**src/hdl/iog_pkg.sv**
```systemverilog
// package for the i/o general control register group: register numbers,
// field positions, reset values, field encodings and carrier structs.
// assumes register numbers arrive unchanged on both access ports.
package iog_pkg;

   // register numbers as seen on the local and fieldbus access ports
   localparam logic [7:0] REG_SYNC_CNT = 8'h3f;
   localparam logic [7:0] REG_HV_CFG = 8'h40;
   localparam logic [7:0] REG_REG_CFG = 8'h41;
   localparam logic [7:0] REG_OVERRIDE = 8'h42;

   // field positions
   localparam int CNT_A_LSB = 0;
   localparam int CNT_B_LSB = 16;
   localparam int HV_USED_BITS = 28;
   localparam int OVR_BIT = 0;
   localparam int NUM_PORTS = 24;

   // reset values and the regulator write mask
   localparam logic [15:0] CNT_RESET = 16'h0000;
   localparam logic [27:0] HV_RESET = 28'h0000000;
   localparam logic [15:0] REG_RESET = 16'h0000;
   localparam logic [15:0] REG_WMASK = 16'hff7f;
   localparam logic OVR_RESET = 1'b0;

   // application-layer state codes of the slave state machine
   localparam logic [3:0] AL_SAFEOP = 4'h4;
   localparam logic [3:0] AL_OP = 4'h8;

   // regulator switching frequency encoding
   typedef enum logic [1:0] {
      IOG_F250K = 2'h0,
      IOG_F125K = 2'h1,
      IOG_F500K = 2'h2,
      IOG_F1M = 2'h3
   } iog_freq_t;

   // feedback gain and dampening encoding
   typedef enum logic [1:0] {
      IOG_P100 = 2'h0,
      IOG_P150 = 2'h1,
      IOG_P200 = 2'h2,
      IOG_P50 = 2'h3
   } iog_pct_t;

   // high-voltage pin options, msb first as in the register
   typedef struct packed {
      logic [3:0] diff_pair_enable;
      logic [7:0] reduced_pulldown_drive;
      logic [7:0] reduced_pullup_drive;
      logic [7:0] slew_reduce_bits;
   } iog_hv_cfg_t;

   // regulator options, msb first as in the register
   typedef struct packed {
      logic adj_reg_off;
      logic adj_reg_ocp_off;
      iog_pct_t adj_reg_damp_sel;
      iog_pct_t adj_reg_gain_sel;
      iog_freq_t adj_reg_freq_sel;
      logic rsvd;
      logic fixed_reg_ocp_off;
      iog_pct_t fixed_reg_damp_sel;
      iog_pct_t fixed_reg_gain_sel;
      iog_freq_t fixed_reg_freq_sel;
   } iog_reg_cfg_t;

endpackage

```
**src/hdl/iog_ctrl.sv**
```systemverilog
// general control register group: sync event counters, high-voltage pin
// options, regulator options and the output availability override.
// assumes access ports, sync pulses, eeprom loader and al state come from
// logic on CORE_CLK; only PIN_IN arrives from outside and is synchronised.
`timescale 1ns/1ps
module iog_ctrl (
   input wire logic CORE_CLK,
   input wire logic RST,
   input wire logic SYNC_PULSE_OUT_A,
   input wire logic SYNC_PULSE_OUT_B,
   input wire logic LOC_REQ,
   input wire logic LOC_WR,
   input wire logic [7:0] LOC_REG,
   input wire logic [31:0] LOC_WDATA,
   output logic LOC_ACK,
   output logic [31:0] LOC_RDATA,
   input wire logic ECAT_REQ,
   input wire logic ECAT_WR,
   input wire logic [7:0] ECAT_REG,
   output logic ECAT_ACK,
   output logic ECAT_ERR,
   output logic [31:0] ECAT_RDATA,
   input wire logic EE_LOAD,
   input wire logic [27:0] EE_HV_CFG,
   input wire logic [15:0] EE_REG_CFG,
   input wire logic [3:0] AL_STATE,
   input wire logic [23:0] MASTER_OWNED,
   input wire logic [23:0] LOC_OUT_VAL,
   input wire logic ECAT_OUT_WE,
   input wire logic [23:0] ECAT_OUT_VAL,
   input wire logic [23:0] PIN_IN,
   output logic [23:0] LOC_IN_VAL,
   output logic [23:0] ECAT_IN_VAL,
   output logic [23:0] PORT_OUT,
   output logic [23:0] PORT_OUT_EN,
   output iog_pkg::iog_hv_cfg_t HV_CFG,
   output iog_pkg::iog_reg_cfg_t REG_CFG,
   output logic OVERRIDE
);

   // counter state
   logic sync_a_q;
   logic sync_b_q;
   logic [15:0] cnt_a;
   logic [15:0] cnt_b;
   logic next_sync_a_q;
   logic next_sync_b_q;
   logic [15:0] next_cnt_a;
   logic [15:0] next_cnt_b;
   logic evt_a;
   logic evt_b;

   // configuration state
   iog_pkg::iog_hv_cfg_t hv_cfg;
   iog_pkg::iog_reg_cfg_t reg_cfg;
   logic ovr;
   iog_pkg::iog_hv_cfg_t next_hv_cfg;
   iog_pkg::iog_reg_cfg_t next_reg_cfg;
   logic next_ovr;

   // access port state
   logic loc_ack;
   logic [31:0] loc_rdata;
   logic ecat_ack;
   logic ecat_err;
   logic [31:0] ecat_rdata;
   logic next_loc_ack;
   logic [31:0] next_loc_rdata;
   logic next_ecat_ack;
   logic next_ecat_err;
   logic [31:0] next_ecat_rdata;
   logic loc_wr_hv;
   logic loc_wr_reg;
   logic loc_wr_ovr;
   logic ecat_cfg_hit;

   // i/o port state
   logic [23:0] pin_meta;
   logic [23:0] pin_sync;
   logic [23:0] loc_in;
   logic [23:0] ecat_in;
   logic [23:0] master_val;
   logic [23:0] port_out;
   logic [23:0] port_en;
   logic [23:0] next_loc_in;
   logic [23:0] next_ecat_in;
   logic [23:0] next_master_val;
   logic [23:0] next_port_out;
   logic [23:0] next_port_en;
   logic al_op;
   logic al_safe_or_op;

   // sync event counters; a read path has no hook into this process
   always_comb begin
      next_sync_a_q = SYNC_PULSE_OUT_A;
      next_sync_b_q = SYNC_PULSE_OUT_B;
      evt_a = SYNC_PULSE_OUT_A & ~sync_a_q;
      evt_b = SYNC_PULSE_OUT_B & ~sync_b_q;
      next_cnt_a = cnt_a;
      next_cnt_b = cnt_b;
      if (evt_a) begin
         next_cnt_a = cnt_a + 16'h0001;
      end
      if (evt_b) begin
         next_cnt_b = cnt_b + 16'h0001;
      end
   end

   always_ff @(posedge CORE_CLK) begin
      if (RST) begin
         sync_a_q <= 1'b0;
         sync_b_q <= 1'b0;
         cnt_a <= iog_pkg::CNT_RESET;
         cnt_b <= iog_pkg::CNT_RESET;
      end else begin
         sync_a_q <= next_sync_a_q;
         sync_b_q <= next_sync_b_q;
         cnt_a <= next_cnt_a;
         cnt_b <= next_cnt_b;
      end
   end

   // configuration writes; only the local port can reach them
   always_comb begin
      loc_wr_hv = LOC_REQ & LOC_WR & (LOC_REG == iog_pkg::REG_HV_CFG);
      loc_wr_reg = LOC_REQ & LOC_WR & (LOC_REG == iog_pkg::REG_REG_CFG);
      loc_wr_ovr = LOC_REQ & LOC_WR & (LOC_REG == iog_pkg::REG_OVERRIDE);
      next_hv_cfg = hv_cfg;
      next_reg_cfg = reg_cfg;
      next_ovr = ovr;
      // eeprom preload first, so a local write in the same cycle wins
      if (EE_LOAD) begin
         next_hv_cfg = EE_HV_CFG;
         next_reg_cfg = EE_REG_CFG & iog_pkg::REG_WMASK;
      end
      if (loc_wr_hv) begin
         next_hv_cfg = LOC_WDATA[iog_pkg::HV_USED_BITS-1:0];
      end
      if (loc_wr_reg) begin
         next_reg_cfg = LOC_WDATA[15:0] & iog_pkg::REG_WMASK;
      end
      if (loc_wr_ovr) begin
         next_ovr = LOC_WDATA[iog_pkg::OVR_BIT];
      end
   end

   always_ff @(posedge CORE_CLK) begin
      if (RST) begin
         hv_cfg <= iog_pkg::HV_RESET;
         reg_cfg <= iog_pkg::REG_RESET;
         ovr <= iog_pkg::OVR_RESET;
      end else begin
         hv_cfg <= next_hv_cfg;
         reg_cfg <= next_reg_cfg;
         ovr <= next_ovr;
      end
   end

   // read answers; config registers are write-only and read as zero
   always_comb begin
      next_loc_ack = LOC_REQ;
      next_loc_rdata = 32'h00000000;
      if (LOC_REQ & ~LOC_WR & (LOC_REG == iog_pkg::REG_SYNC_CNT)) begin
         next_loc_rdata = {cnt_b, cnt_a};
      end
      ecat_cfg_hit = (ECAT_REG == iog_pkg::REG_HV_CFG) |
                     (ECAT_REG == iog_pkg::REG_REG_CFG) |
                     (ECAT_REG == iog_pkg::REG_OVERRIDE);
      next_ecat_ack = ECAT_REQ;
      // master gets a refusal instead of touching config state
      next_ecat_err = ECAT_REQ & (ecat_cfg_hit | ECAT_WR);
      next_ecat_rdata = 32'h00000000;
      if (ECAT_REQ & ~ECAT_WR & (ECAT_REG == iog_pkg::REG_SYNC_CNT)) begin
         next_ecat_rdata = {cnt_b, cnt_a};
      end
   end

   always_ff @(posedge CORE_CLK) begin
      if (RST) begin
         loc_ack <= 1'b0;
         loc_rdata <= 32'h00000000;
         ecat_ack <= 1'b0;
         ecat_err <= 1'b0;
         ecat_rdata <= 32'h00000000;
      end else begin
         loc_ack <= next_loc_ack;
         loc_rdata <= next_loc_rdata;
         ecat_ack <= next_ecat_ack;
         ecat_err <= next_ecat_err;
         ecat_rdata <= next_ecat_rdata;
      end
   end

   // pin synchroniser; pin_meta feeds pin_sync only
   always_ff @(posedge CORE_CLK) begin
      if (RST) begin
         pin_meta <= 24'h000000;
         pin_sync <= 24'h000000;
      end else begin
         pin_meta <= PIN_IN;
         pin_sync <= pin_meta;
      end
   end

   // port gating against al state and the override
   always_comb begin
      al_op = (AL_STATE == iog_pkg::AL_OP);
      al_safe_or_op = al_op | (AL_STATE == iog_pkg::AL_SAFEOP);
      next_loc_in = pin_sync;
      next_ecat_in = pin_sync & MASTER_OWNED & {24{al_safe_or_op}};
      next_master_val = master_val;
      if (ECAT_OUT_WE & al_op) begin
         // master values only land on its own ports, and only in op
         next_master_val = (master_val & ~MASTER_OWNED) |
                           (ECAT_OUT_VAL & MASTER_OWNED);
      end
      if (ovr) begin
         // al state ignored, every port driven from the local side
         next_port_en = 24'hffffff;
         next_port_out = LOC_OUT_VAL;
      end else begin
         next_port_en = {24{al_op}};
         next_port_out = (master_val & MASTER_OWNED) | (LOC_OUT_VAL & ~MASTER_OWNED);
      end
   end

   always_ff @(posedge CORE_CLK) begin
      if (RST) begin
         loc_in <= 24'h000000;
         ecat_in <= 24'h000000;
         master_val <= 24'h000000;
         port_out <= 24'h000000;
         port_en <= 24'h000000;
      end else begin
         loc_in <= next_loc_in;
         ecat_in <= next_ecat_in;
         master_val <= next_master_val;
         port_out <= next_port_out;
         port_en <= next_port_en;
      end
   end

   // outputs; the override reaches only output gating, inputs never see it
   assign LOC_ACK = loc_ack;
   assign LOC_RDATA = loc_rdata;
   assign ECAT_ACK = ecat_ack;
   assign ECAT_ERR = ecat_err;
   assign ECAT_RDATA = ecat_rdata;
   assign LOC_IN_VAL = loc_in;
   assign ECAT_IN_VAL = ecat_in;
   assign PORT_OUT = port_out;
   assign PORT_OUT_EN = port_en;
   assign HV_CFG = hv_cfg;
   assign REG_CFG = reg_cfg;
   assign OVERRIDE = ovr;
endmodule

```
**config.mk**
```make
export PLATFORM = sky130hd
export DESIGN_NAME = iog_ctrl
export DESIGN_NICKNAME = d
export VERILOG_FILES = /design/src/hdl/iog_pkg.sv /design/src/hdl/iog_ctrl.sv
export SDC_FILE = /design/constraint.sdc
export NUM_CORES = 1
export LEC_CHECK = 0
export BUFFER_PORTS_ARGS = -buffer_cell sky130_fd_sc_hd__buf_4
export CAP_MARGIN = 10
export CELL_PAD_IN_SITES_DETAIL_PLACEMENT = 2
export CELL_PAD_IN_SITES_GLOBAL_PLACEMENT = 2
export CORE_ASPECT_RATIO = 1.4
export CORE_MARGIN = 8
export CORE_UTILIZATION = 31
export DETAILED_ROUTE_END_ITERATION = 10
export HOLD_SLACK_MARGIN = 0.1
export MAX_ROUTING_LAYER = met4
export PLACE_DENSITY_LB_ADDON = 0.1
export REMOVE_ABC_BUFFERS = 1
export SYNTH_ARGS = -nofsm -noshare
export SYNTH_HDL_FRONTEND = slang
export SYNTH_SLANG_ARGS = --single-unit
```
**constraint.sdc**
```tcl
create_clock -name CORE_CLK -period 4.7 [get_ports CORE_CLK]
set_input_delay 0.94 -clock CORE_CLK [delete_from_list [all_inputs] [get_ports CORE_CLK]]
set_output_delay 0.94 -clock CORE_CLK [all_outputs]
set_load 0.03 [all_outputs]
```
## Word level (Yosys, flattened, before mapping)

Index checks and enable logic that the tools add are counted.

- Bits of input ports: 202
- Word-level logic and storage cells: 83
- Register bits after elaboration: 313
- Output and inout port bits: 208

- Mux-type cells: 6
- Bitwise logic cells: 31
- Reductions and logical operators: 4
- Add/sub/neg operators: 2
- Eq/ne operators: 10

Operators with widths:

| operator | number |
|---|---|
| 24-bit AND | 6 |
| 28-bit two-way mux | 2 |
| 8-bit by 7-bit equality test with 1-bit output (second input constant) | 6 |
| 24-bit two-way mux | 2 |
| 24-bit OR | 2 |
| 16-bit by 1-bit adder with 16-bit output (second input constant) | 2 |
| 16-bit two-way mux | 2 |
| 24-bit NOT | 1 |
| 8-bit by 6-bit equality test with 1-bit output (second input constant) | 2 |
| 1-bit AND | 12 |
| 1-bit NOT | 6 |
| 4-bit by 3-bit equality test with 1-bit output (second input constant) | 1 |
| 4-bit equality test (second input constant) | 1 |
| 1-bit OR | 4 |
| 2-bit nonzero test | 2 |
| 2-bit OR reduction | 2 |

## Logic depth before layout (Yosys ltp)

Gate-level depths: netlist of run 1.

- Depth in word-level cells: 5
- Gate-level depth with buffers: 6
- Gate-level depth less buffers: 5

## Worst setup path after synthesis of run 1

Ideal clock, no wire load.

- Path kind: input -> register
- From: input port AL_STATE[1]
- To: register with a tool-made name
- Stages: 5
- Path buffers: 1
- Library setup time: 0.128 ns
- Arrival: 1.950 ns
- Path slack: 2.623 ns
- Data required time: 4.572 ns
- Cells stage by stage: nor4b_2 > buf_2 > nand3_1 > mux2i_1 > nor2_1

RTL lines:

| what | line | text |
|---|---|---|
| from (decl) | iog_ctrl.sv:26 | `input wire logic [3:0] AL_STATE,` |

==> impl_results.md, run 1 <==
- Clock transition time at the flip-flop clock pins of the worst setup and hold paths: 0.06 ns
- Post-DR wirelength/cell: 20.63 µm
- Number of synthesized flops with an enable pin: 0
- Ys Warns: 0
- Flop and latch count out of synthesis: 290
- # Post-CTS Setup Buffers: 0
- Setup crit start kind: register
- Net load switching power: around 1.3 mW
- Via count: between 8k and 9k
- Count of unresolved DRC violations after routing: 0
- Worst stage delay on the critical path: 0.79 ns
- Power per unit of standard cell area: 389.0 nW/µm²
- Final hold viol count: 0
- Number of cells in the design after placement: approximately 1.7k
- Weighted congestion at the end of routability-driven global placement: between 0.7 and 0.8
- TritonCTS sink count: 290
- Setup_tns: 0 ns
- Routed Wire Length: 36,100 µm
- Longest Clk Path Bufs: 3
- Reg2Reg Launch Point: cnt_a[2]
- Family of cells with the greatest summed delay on the critical path: flip-flops
- Switching portion of total power: roughly 23%
- Capturing element type of the critical path: output port
- Main synth FF type: dfxtp_1
- Crit path time final: 2.574 ns
- Pin count of the biggest net entering global routing: 105
- Top-level port count: 410
- Initial antenna violation count: 4
- Post-layout instance count excluding filler cells: 1,750
- Via count of the first global-routing pass: 9,079
- Final core utilization: 44.71%
- Final setup viols: 0
- Post_cts resized: 0
- Max_slew headroom: a little under half
- Worst voltage drop across the vdd grid: 0.2962 mV
- TritonCTS clock tree: built
- Combinational power share: under 10%
- Total number of nets in the final design: 1,526
- Synthesized area per cell: between 10 and 15 µm²
- Buffers on Ports: 403
- Max Fanout on Critical Path: 24
- Max-cap violations: 0
- Post-cts hold buffer count: 0
- Drt first pass iters: 4
- Register share of total power: 45.5%
- Max frequency: 388.5 MHz
- Initial core utilization: between 30% and 40%
- Type of the tightest min-delay check: register to register
- GRT overflow: 0
- FFs w/ async S/R, synth: 0%
- Dpl hpwl: 26,200 µm
- Crit path launch: PORT_OUT_EN[22]
- Kind of critical path: register to output port
- Post-detailed-route count of antenna-violating nets: 0
- Clock latency of the later-clocked register in the worst-skew pair: ~0.55 ns
- Critical-path top delay cell: dfxtp_1
- RSZ-0062 raised after global routing: no
- Fraction of layout instances using a drive strength above 1: between 30% and 40%
- Clock root cell: clkbuf_16
- First-pass GRT wire length: 54,430 µm
- WP buf/inv: 1
- Final worst clock skew: around 0.0075 ns
- Post-DP Area: 13,300 µm²
- Drt initial violations: roughly 300
- Leakage: 6.749 nW
- Min-delay src: pin_meta[13]
- Post-synthesis cell count: 958
- Result of the run: finished clean
- GR Util All Layers: 18.63%
- Die footprint: 38,590 µm²
- Slew at the pin closest to its max-slew limit: 0.8022 ns
- Synth-to-Final Area Change: 42.97%
- Data required time of the critical path: 3.76 ns
- Die width: 168.3 µm
- Portion of total power attributed to the clock network: 46.3%
- Number of clock buffers inserted by TritonCTS: 30
- Crit share post-route: 54.77%
- Die Y: 229.3 µm
- Area of the core region: roughly 32,000 µm²
- Cell-by-cell trace of the critical path: buf_4
- Share of synthesized area occupied by flip-flops and latches: 57.65%
- Total non-filler cell area in the finished layout: 14,400 µm²
- Number of placement rows: between 70 and 80
- Internal power: between 4 and 5 mW
- Number of levels the H-tree was split into: 1
- Final Max Tran Viols: 0
- Reg-to-reg slack, setup: 2.99 ns
- Synthesized area: 10,070 µm²
- Critical Path AT: 1.63 ns
- Number of vias per cell after detailed routing: about 4.7
- Count of different cell masters after synthesis: 46
## metrics by stage
step | setup slack (ns) | hold slack, ns | power [mW]
finish | 2.126 | 0.4352 | 5.602
global route | 2.027 | 0.4561 | 5.819
CTS | 2.081 | 0.4416 | 5.713
detailed placement | 1.634 | 0.4284 | 3.071
global placement | 1.671 | 0.4163 | 3.059
floorplan | -1.143 | 0.4138 | 2.779
## power by group through the flow
stage | sequential [mW] | clock (mW) | combinational, mW
finish | 2.55 | 2.59 | 0.461
global route | 2.55 | 2.77 | 0.495
CTS | 2.55 | 2.69 | 0.471
detailed placement | 2.60 | 0 | 0.468
global placement | 2.60 | 0 | 0.459
floorplan | 2.68 | 0 | 0.0990
## cell families (layout without fill, tap and decap cells)
| kind of cell | after synthesis | after routing | synth area share [%] |
|---|---|---|---|
| mux | 94 | 94 | 9.343 |
| compound gates | 62 | 62 | 4.237 |
| flops | 290 | 290 | 57.65 |
| fa+ha+maj | 2 | 2 | 0.2484 |
| simple gates | 405 | 405 | 22.35 |
| buf+inv | 82 | 470 | 4.224 |
| other cells | 1 | 5 | 0.03724 |
| xor+xnor | 22 | 22 | 1.913 |
## cell usage after synthesis, types with 2 or more instances
| library cell | n | share of area (%) |
|---|---|---|
| and2_1 | 65 | 4.0 |
| or3_1 | 7 | 0.43 |
| and3_1 | 25 | 1.6 |
| nor2_1 | 119 | 4.4 |
| and2_2 | 2 | 0.15 |
| buf_2 | 16 | 0.80 |
| dfxtp_1 | 290 | 58 |
| nor4b_2 | 2 | 0.30 |
| inv_1 | 2 | 0.075 |
| buf_1 | 3 | 0.11 |
| nor2b_1 | 77 | 4.8 |
| nand4_1 | 8 | 0.50 |
| and4b_1 | 2 | 0.20 |
| clkbuf_1 | 36 | 1.3 |
| nor4_1 | 3 | 0.19 |
| mux2i_1 | 94 | 9.3 |
| o21ai_0 | 7 | 0.35 |
| a21oi_1 | 9 | 0.45 |
| nand4b_1 | 3 | 0.26 |
| ha_1 | 2 | 0.25 |
| nand2_1 | 14 | 0.52 |
| buf_4 | 24 | 1.8 |
| xor2_1 | 15 | 1.3 |
| a211oi_1 | 43 | 3.2 |
| nand3_1 | 35 | 1.7 |
| and4_1 | 3 | 0.26 |
| nor3_1 | 4 | 0.20 |
| xnor2_1 | 7 | 0.61 |
| nand2b_1 | 24 | 1.5 |
## cell usage in the layout, fill, tap and decap left out, drive strengths merged, types with 2 or more instances in the layout
cell type / count
and3: 25
nor4b: 2
inv: 2
nor3: 4
nand4: 9
clkinv: 6
bufinv: 5
buf: 412
nor2b: 77
nor4: 4
and4: 5
ha: 2
and2: 67
nand2: 14
nor2: 119
or3: 7
diode: 4
clkinvlp: 4
a21oi: 9
nand2b: 24
and4b: 3
clkbuf: 41
xnor2: 7
nand4b: 3
nand3: 35
a211oi: 43
xor2: 15
mux2i: 94
o21ai: 7
dfxtp: 290
## layout make-up
type / instances / area [µm²]
Antenna cell: 4 / 10.01
Clock buffer: 41 / 883.3
Clock inverter: 15 / 210.2
Fill cell: 3425 / 17810
Inverter: 2 / 7.507
Multi-Input combinational cell: 586 / 3872
Sequential cell: 290 / 5806
Tap cell: 400 / 500.5
Timing Repair Buffer: 412 / 3109
## worst paths after layout
path                                        end  depth (start not counted)
worst max-delay path            PORT_OUT_EN[19]                          1
worst min-delay path            next_loc_in[13]                          1
worst max register to register        cnt_a[15]                          4
worst min register to register  next_loc_in[13]                          1
## registers in the layout, summed over array words and instances (netlist names), 24 cells and up, named ones only
name / cells
PORT_OUT: 24
next_loc_in: 24
ECAT_IN_VAL: 24
HV_CFG: 28
LOC_RDATA: 32
LOC_IN_VAL: 24
pin_meta: 24
ECAT_RDATA: 32
## metal layers
layer / share of wire, % / up-vias / global-route usage, %
li1: - / 3894 / -
met1: 37 / 4023 / 18.95
met2: 52 / 274 / 33.24
met3: 7.2 / 63 / 5.216
met4: 3.6 / 0 / 7.469
met5: 0 / - / -
No activity file was read; power rests on OpenSTA's default activity.
==> run 2, diff against run 1 <==
--- a/config.mk
+++ b/config.mk
@@ -5,13 +5,14 @@
 export SDC_FILE = /design/constraint.sdc
 export NUM_CORES = 1
 export LEC_CHECK = 0
+export ABC_AREA = 1
 export BUFFER_PORTS_ARGS = -buffer_cell sky130_fd_sc_hd__buf_4
 export CAP_MARGIN = 10
 export CELL_PAD_IN_SITES_DETAIL_PLACEMENT = 2
 export CELL_PAD_IN_SITES_GLOBAL_PLACEMENT = 2
 export CORE_ASPECT_RATIO = 1.4
 export CORE_MARGIN = 8
-export CORE_UTILIZATION = 31
+export CORE_UTILIZATION = 24
 export DETAILED_ROUTE_END_ITERATION = 10
 export HOLD_SLACK_MARGIN = 0.1
 export MAX_ROUTING_LAYER = met4
==> constraint.sdc (replaced) <==
create_clock -name CORE_CLK -period 2.1 [get_ports CORE_CLK]
set_input_delay 0.42 -clock CORE_CLK [delete_from_list [all_inputs] [get_ports CORE_CLK]]
set_output_delay 0.42 -clock CORE_CLK [all_outputs]
set_load 0.03 [all_outputs]
==> run 2 against run 1 <==
Net effect:
- synthesized area grew 9.7%
- final cell count grew 43%
- worst setup slack lost 2.0 ns
- worst hold slack lost 0.31 ns
- critical path depth is the same
- highest routed layer unchanged
==> impl_results.md, run 2 <==
- Result of the run: finished clean (unchanged)
- Worst Setup Slack, final: 0.1205 ns (was 2.126 ns)
- Die Y: 269.9 µm (was 229.3 µm)
- Synthesized area per cell: 7.493 µm² (was 10.51 µm²)
- Post-place setup slack: 0.2561 ns (was 1.634 ns)
- Total non-filler cell area in the finished layout: 15,710 µm² (was 14,400 µm²)
- Ys Warns: 0 (unchanged)
- Post-detailed-route count of antenna-violating nets: 0 (unchanged)
- Area of the core region: 45,730 µm² (was 32,210 µm²)
- R2r endpoint: cnt_a[14] (was cnt_a[15])
- Capturing element type of the critical path: output port (unchanged)
- First-pass GRT wire length: 67,720 µm (was 54,430 µm)
- Largest cells by area after synthesis: dfxtp_1, nor2_1, inv_1 (was dfxtp_1, mux2i_1, nor2b_1)
- Dpl hpwl: 32,630 µm (was 26,200 µm)
- Total number of nets in the final design: 2,063 (was 1,526)
- Routed Wire Length: 44,210 µm (was 36,100 µm)
- Cell-by-cell trace of the critical path: buf_4 (unchanged)
- Kind of critical path: register to output port (unchanged)
- Worst Hold Slack: 0.1273 ns (was 0.4352 ns)
- Weighted congestion at the end of routability-driven global placement: 0.7560 (was 0.7723)
- # Post-CTS Setup Buffers: 0 (unchanged)
- Leakage: 7.459 nW (was 6.749 nW)
- Drt first pass iters: 4 (unchanged)
- Final core utilization: 34.36% (was 44.71%)
- Initial antenna violation count: 4 (unchanged)
- Type of the tightest min-delay check: primary input to register (was register to register)
- TritonCTS clock tree: built (unchanged)
- Die width: 197.4 µm (was 168.3 µm)
- Flop and latch count out of synthesis: 290 (unchanged)
- Synthesized area: 11,050 µm² (was 10,070 µm²)
- TritonCTS sink count: 290 (unchanged)
- Setup_tns: 0 ns (unchanged)
- Count of filler cells inserted in the layout: 5,371 (was 3,425)
- Main synth FF type: dfxtp_1 (unchanged)
- Setup crit start kind: register (unchanged)
- Via count: 10.71k (was 8,254)
- Clock root cell: clkbuf_16 (unchanged)
- Drt initial violations: 181 (was 303)
- Crit path time final: 1.980 ns
- Post-DR wirelength/cell: 17.68 µm (was 20.63 µm)
- Buffers on Ports: 403 (unchanged)
- Leading cell type by number of instances after synthesis: nor2_1 (was dfxtp_1)
- Max-cap violations: 0 (unchanged)
- Number of vias per cell after detailed routing: 4.282 (was 4.717)
- Reg2Reg Launch Point: cnt_a[0] (was cnt_a[2])
- Critical Path Stages: 1 (unchanged)
- GRT overflow: 0 (unchanged)
- RSZ-0062 raised after global routing: no (unchanged)
- Commonest cells after routing, fill and taps aside: buf_4, nor2_1, dfxtp_1 (was buf_4, dfxtp_1, nor2_1)
- Count of different cell masters after synthesis: 33 (was 46)
- Fraction of layout instances using a drive strength above 1: 27.34% (was 35.66%)
- Share of Yosys cell area claimed by the top area cell type: 52.53% (was 57.65%)
- GR Util All Layers: 16.62% (was 18.63%)
- Reg-to-reg slack, setup: 0.56 ns (was 2.99 ns)
- FFs w/ async S/R, synth: 0% (unchanged)
- Longest Clk Path Bufs: 3 (unchanged)
- Critical Path AT: 1.56 ns (was 1.63 ns)
- Synth-to-Final Area Change: 42.16% (was 42.97%)
- Number of cells in the design after placement: 2,427 (was 1,690)
- WP buf/inv: 1 (unchanged)
- Number of placement rows: 93 (was 78)
- Worst voltage drop across the vdd grid: 0.4836 mV (was 0.2962 mV)
- Most common library cell in the layout ignoring fill and taps: buf_4 (unchanged)
- Via count of the first global-routing pass: 11.73k (was 9,079)
- Die footprint: 53,270 µm² (was 38,590 µm²)
- Worst stage delay on the critical path: 0.77 ns (was 0.79 ns)
- Post-synthesis cell count: 1,475 (was 958)
- Total power draw: 12.90 mW (was 5.602 mW)
- Count of unresolved DRC violations after routing: 0 (unchanged)
- Final Max Tran Viols: 0 (unchanged)
- Critical-path top delay cell: dfxtp_1 (unchanged)
- Share of synthesized area occupied by flip-flops and latches: 52.53% (was 57.65%)
- Top-level port count: 410 (unchanged)
- CP endpoint: PORT_OUT_EN[23] (was PORT_OUT_EN[19])
- Post-layout instance count excluding filler cells: 2,501 (was 1,750)
- Worst hold path stage count: 3 (was 1)
- Data required time of the critical path: 1.68 ns (was 3.76 ns)
- Number of synthesized flops with an enable pin: 0 (unchanged)
- Post-DP Area: 14,470 µm² (was 13,300 µm²)
- Max frequency: 505.2 MHz
- Crit share post-route: 94.26%
- Initial core utilization: 24.17% (was 31.27%)
- Top cells by instance count after synthesis: nor2_1, dfxtp_1, inv_1 (was dfxtp_1, nor2_1, mux2i_1)
- Count of cells along the worst register-to-register path: 7 (was 4)
- Clock latency of the later-clocked register in the worst-skew pair: 0.51 ns (was 0.55 ns)
- Slew at the pin closest to its max-slew limit: 0.6931 ns (was 0.8022 ns)
- Number of levels the H-tree was split into: 2 (was 1)
- Max_slew headroom: 53.73% (was 46.52%)
- Final hold viol count: 0 (unchanged)
- Power per unit of standard cell area: 820.9 nW/µm² (was 389.0 nW/µm²)
- Max Fanout on Critical Path: 24 (unchanged)
- Cell taking the most area after synthesis: dfxtp_1 (unchanged)
- Final worst clock skew: 0.01304 ns (was 0.007502 ns)
- Number of clock buffers inserted by TritonCTS: 34 (was 30)
- Crit path launch: PORT_OUT_EN[22] (unchanged)
- Clock transition time at the flip-flop clock pins of the worst setup and hold paths: 0.06 ns (about the same)
- Pin count of the biggest net entering global routing: 101 (was 105)
- Final setup viols: 0 (unchanged)
- Family of cells with the greatest summed delay on the critical path: flip-flops (unchanged)
-- run 2: cell count changes after synthesis, moves of 25 or more --
cell and change:
a211oi_1 -42, nor2b_1 -77, nand2_1 +212, nor2_1 +208, nor3_1 +54, inv_1 +243, mux2i_1 -94, nand3_1 +48
and2_1 -65, and3_1 -25, a21oi_1 +55
-- run 2: where the power goes --
part	switching [mW]	internal (mW)
combinational	0.724	0.526
sequential	0.0607	5.65
clock	2.37	3.57
total	3.16	9.74
-- run 2: timing repair --
action	4_1_cts	5_1_grt
hold endpoints to repair	13	0
hold buffers	13	0
gates resized for setup	0	0
-- run 2: per-layer routing --
metal  vias to the layer above  share of wire [%]  global-route usage [%]
met5                         -                  0                       -
met4                         0                2.8                   5.277
met3                        58                7.2                   4.862
met2                       300                 50                   28.67
met1                      5148                 40                   18.09
li1                       5204                  -                       -
-- run 2: final cells by class --
type	instances	area [µm²]	area share (%)
Timing Repair Buffer	435	3352	21.33
Antenna cell	4	10.01	0.06371
Inverter	249	934.6	5.949
Tap cell	617	772.0	4.914
Clock inverter	9	98.84	0.6291
Multi-Input combinational cell	849	3734	23.76
Clock buffer	48	1005	6.395
Sequential cell	290	5806	36.95
-- run 2: cells by family after synthesis --
logic type / after synthesis / share of synthesized area [%]
AND/OR/NAND/NOR: 765 / 29.73
AO/OA/AOI/OAI: 81 / 3.747
adder cells (fa/ha/maj): 2 / 0.2264
buffers and inverters: 336 / 13.73
flip-flops: 290 / 52.53
other: 1 / 0.03393
-- run 2: worst min-delay path by stage --
stage | start | end | slack [ns]
after floorplan | pin_meta[0] | next_loc_in[0] | 0.39
after global placement | pin_meta[9] | next_loc_in[9] | 0.39
after detailed placement | pin_meta[5] | next_loc_in[5] | 0.40
after CTS | PIN_IN[20] | pin_meta[20] | 0.10
after global routing | PIN_IN[1] | pin_meta[1] | 0.11
final | PIN_IN[19] | pin_meta[19] | 0.13
==> run 3, diff against run 2 <==
--- a/config.mk
+++ b/config.mk
@@ -16,7 +16,7 @@
 export DETAILED_ROUTE_END_ITERATION = 10
 export HOLD_SLACK_MARGIN = 0.1
 export MAX_ROUTING_LAYER = met4
-export PLACE_DENSITY_LB_ADDON = 0.1
+export PLACE_DENSITY_LB_ADDON = 0.12
 export REMOVE_ABC_BUFFERS = 1
 export SYNTH_ARGS = -nofsm -noshare
 export SYNTH_HDL_FRONTEND = slang
==> run 3 against run 2 <==
Net effect:
- final cell count fell by 0.12%
- fmax rose by 13%
- design area rose by 0.16%
- combinational power barely moved
- global-route usage rose by 0.051 points
- worst setup slack improved by 0.23 ns
- worst hold slack got worse by 0.00076 ns
- via count fell by 0.33%
- sequential power barely moved
==> impl_results.md, run 3 (same netlist as run 2, synthesis figures left out) <==
- Number of levels the H-tree was split into: 2 (unchanged)
- Drt initial violations: 229 (was 181)
- Clock latency of the later-clocked register in the worst-skew pair: 0.52 ns (was 0.51 ns)
- Worst voltage drop across the vdd grid: 0.5163 mV (was 0.4836 mV)
- Final hold viol count: 0 (unchanged)
- Max_slew headroom: 61.03% (was 53.73%)
- Initial core utilization: 24.17% (unchanged)
- # Post-CTS Setup Buffers: 0 (unchanged)
- Clock root cell: clkbuf_16 (unchanged)
- Power per unit of standard cell area: 823.0 nW/µm² (was 820.9 nW/µm²)
- Leakage: 7.456 nW (was 7.459 nW)
- Most common library cell in the layout ignoring fill and taps: buf_4 (unchanged)
- Min-delay src: PIN_IN[16] (was PIN_IN[19])
- Max Fanout on Critical Path: 24 (unchanged)
- Die width: 197.4 µm (unchanged)
- Slew at the pin closest to its max-slew limit: 0.5846 ns (was 0.6931 ns)
- WP buf/inv: 1 (unchanged)
- TritonCTS sink count: 290 (unchanged)
- Setup_tns: 0 ns (unchanged)
- Die footprint: 53,270 µm² (unchanged)
- GRT overflow: 0 (unchanged)
- Critical-path top delay cell: dfxtp_2 (was dfxtp_1)
- Post-DR wirelength/cell: 17.66 µm (was 17.68 µm)
- Final core utilization: 34.41% (was 34.36%)
- Commonest cells after routing, fill and taps aside: buf_4, nor2_1, dfxtp_1 (unchanged)
- Fraction of layout instances using a drive strength above 1: 27.12% (was 27.34%)
- Worst Hold Slack: 0.1265 ns (was 0.1273 ns)
- Number of clock buffers inserted by TritonCTS: 34 (unchanged)
- Crit path launch: PORT_OUT_EN[22] (unchanged)
- Family of cells with the greatest summed delay on the critical path: flip-flops (unchanged)
- Buffers on Ports: 403 (unchanged)
- First-pass GRT wire length: 67,860 µm (was 67,720 µm)
- TritonCTS clock tree: built (unchanged)
- Via count of the first global-routing pass: 11.87k (was 11.73k)
- GR Util All Layers: 16.67% (was 16.62%)
- Crit share post-route: 83.35% (was 94.26%)
- Final worst clock skew: 0.01214 ns (was 0.01304 ns)
- Result of the run: finished clean (unchanged)
- Setup crit start kind: register (unchanged)
- Routed Wire Length: 44,120 µm (was 44,210 µm)
- Crit path time final: 1.750 ns (was 1.980 ns)
- Total number of nets in the final design: 2,063 (unchanged)
- Synth-to-Final Area Change: 42.39% (was 42.16%)
- Total power draw: 12.95 mW (was 12.90 mW)
- Clock transition time at the flip-flop clock pins of the worst setup and hold paths: 0.06 ns (about the same)
- Worst stage delay on the critical path: 0.57 ns (was 0.77 ns)
- Pin count of the biggest net entering global routing: 85 (was 101)
- Die Y: 269.9 µm (unchanged)
- Kind of critical path: register to output port (unchanged)
- Number of placement rows: 93 (unchanged)
- Count of unresolved DRC violations after routing: 0 (unchanged)
- Final setup viols: 0 (unchanged)
- Drt first pass iters: 4 (unchanged)
- Capturing element type of the critical path: output port (unchanged)
- Count of filler cells inserted in the layout: 5,308 (was 5,371)
- Type of the tightest min-delay check: primary input to register (unchanged)
- Top-level port count: 410 (unchanged)
- Data required time of the critical path: 1.68 ns (about the same)
- Final Max Tran Viols: 0 (unchanged)
- RSZ-0062 raised after global routing: no (unchanged)
- Max-cap violations: 0 (unchanged)
- Cell-by-cell trace of the critical path: buf_4 (unchanged)
- Reg2Reg Launch Point: cnt_a[0] (unchanged)
- Critical Path AT: 1.33 ns (was 1.56 ns)
- Post-detailed-route count of antenna-violating nets: 0 (unchanged)
- Dpl hpwl: 32,660 µm (was 32,630 µm)
- Max frequency: 571.3 MHz (was 505.2 MHz)
- Via count: 10.68k (was 10.71k)
- Longest Clk Path Bufs: 3 (unchanged)
- Initial antenna violation count: 4 (unchanged)
- Area of the core region: 45,730 µm² (unchanged)
- Number of vias per cell after detailed routing: 4.273 (was 4.282)
- Weighted congestion at the end of routability-driven global placement: 0.7635 (was 0.7560)
- Reg-to-reg slack, setup: 0.48 ns (was 0.56 ns)
-- run 3: worst reg2reg max path, stage by stage (launching register included) --
cell and delay [ns]:
dfxtp_1 0.40, ha_1 0.19, nand3_1 0.14, nor2_1 0.36
nand4_1 0.21, nand2_1 0.11, nand2_1 0.06, nor2_1 0.09
-- run 3: area by class of cell --
class	count	area, µm²	share of cell area (%)
repair buffers	435	3369	21.41
clock inverters	7	128.9	0.8190
diodes	4	10.01	0.06361
well taps	617	772.0	4.906
inverters	249	934.6	5.939
flip-flops and latches	290	5807	36.90
multi-input cells	849	3734	23.73
clock buffers	47	980.9	6.234
-- run 3: where the power goes --
part	total (mW)	switching [mW]	internal, mW
Sequential	5.71	0.0602	5.65
Clock	5.99	2.36	3.63
Combinational	1.25	0.723	0.529
Total	13.0	3.15	9.81
-- run 3: repair_timing --
action,4_1_cts,5_1_grt
gates resized for setup,0,1
hold endpoints to repair,15,0
hold buffers,15,0
endpoints found under the setup margin,0,24
-- run 3: final timing paths --
check                          to  cells past startpoint
hold / removal       pin_meta[16]                      3
setup reg to reg        cnt_a[12]                      7
hold reg to reg   next_loc_in[19]                      2
setup / recovery   PORT_OUT_EN[6]                      1
-- run 3: metal layers --
metal  GRT usage (%)  vias up  part of all wire (%)
met1           17.97     5117                    41
li1                -     5197                     -
met5               -        -                     0
met3           4.925       59                   7.2
met4           4.860        0                   2.6
met2           29.14      302                    50
-- run 3: through the flow --
stage	instances	instance area, µm²	worst slack, ns
after floorplan	1388	10470	-3.223
after global placement	2425	14470	0.3916
after detailed placement	2425	14470	0.3429
after CTS	2494	15730	0.03450
after global routing	2498	15740	0.1843
final	2498	15740	0.3497
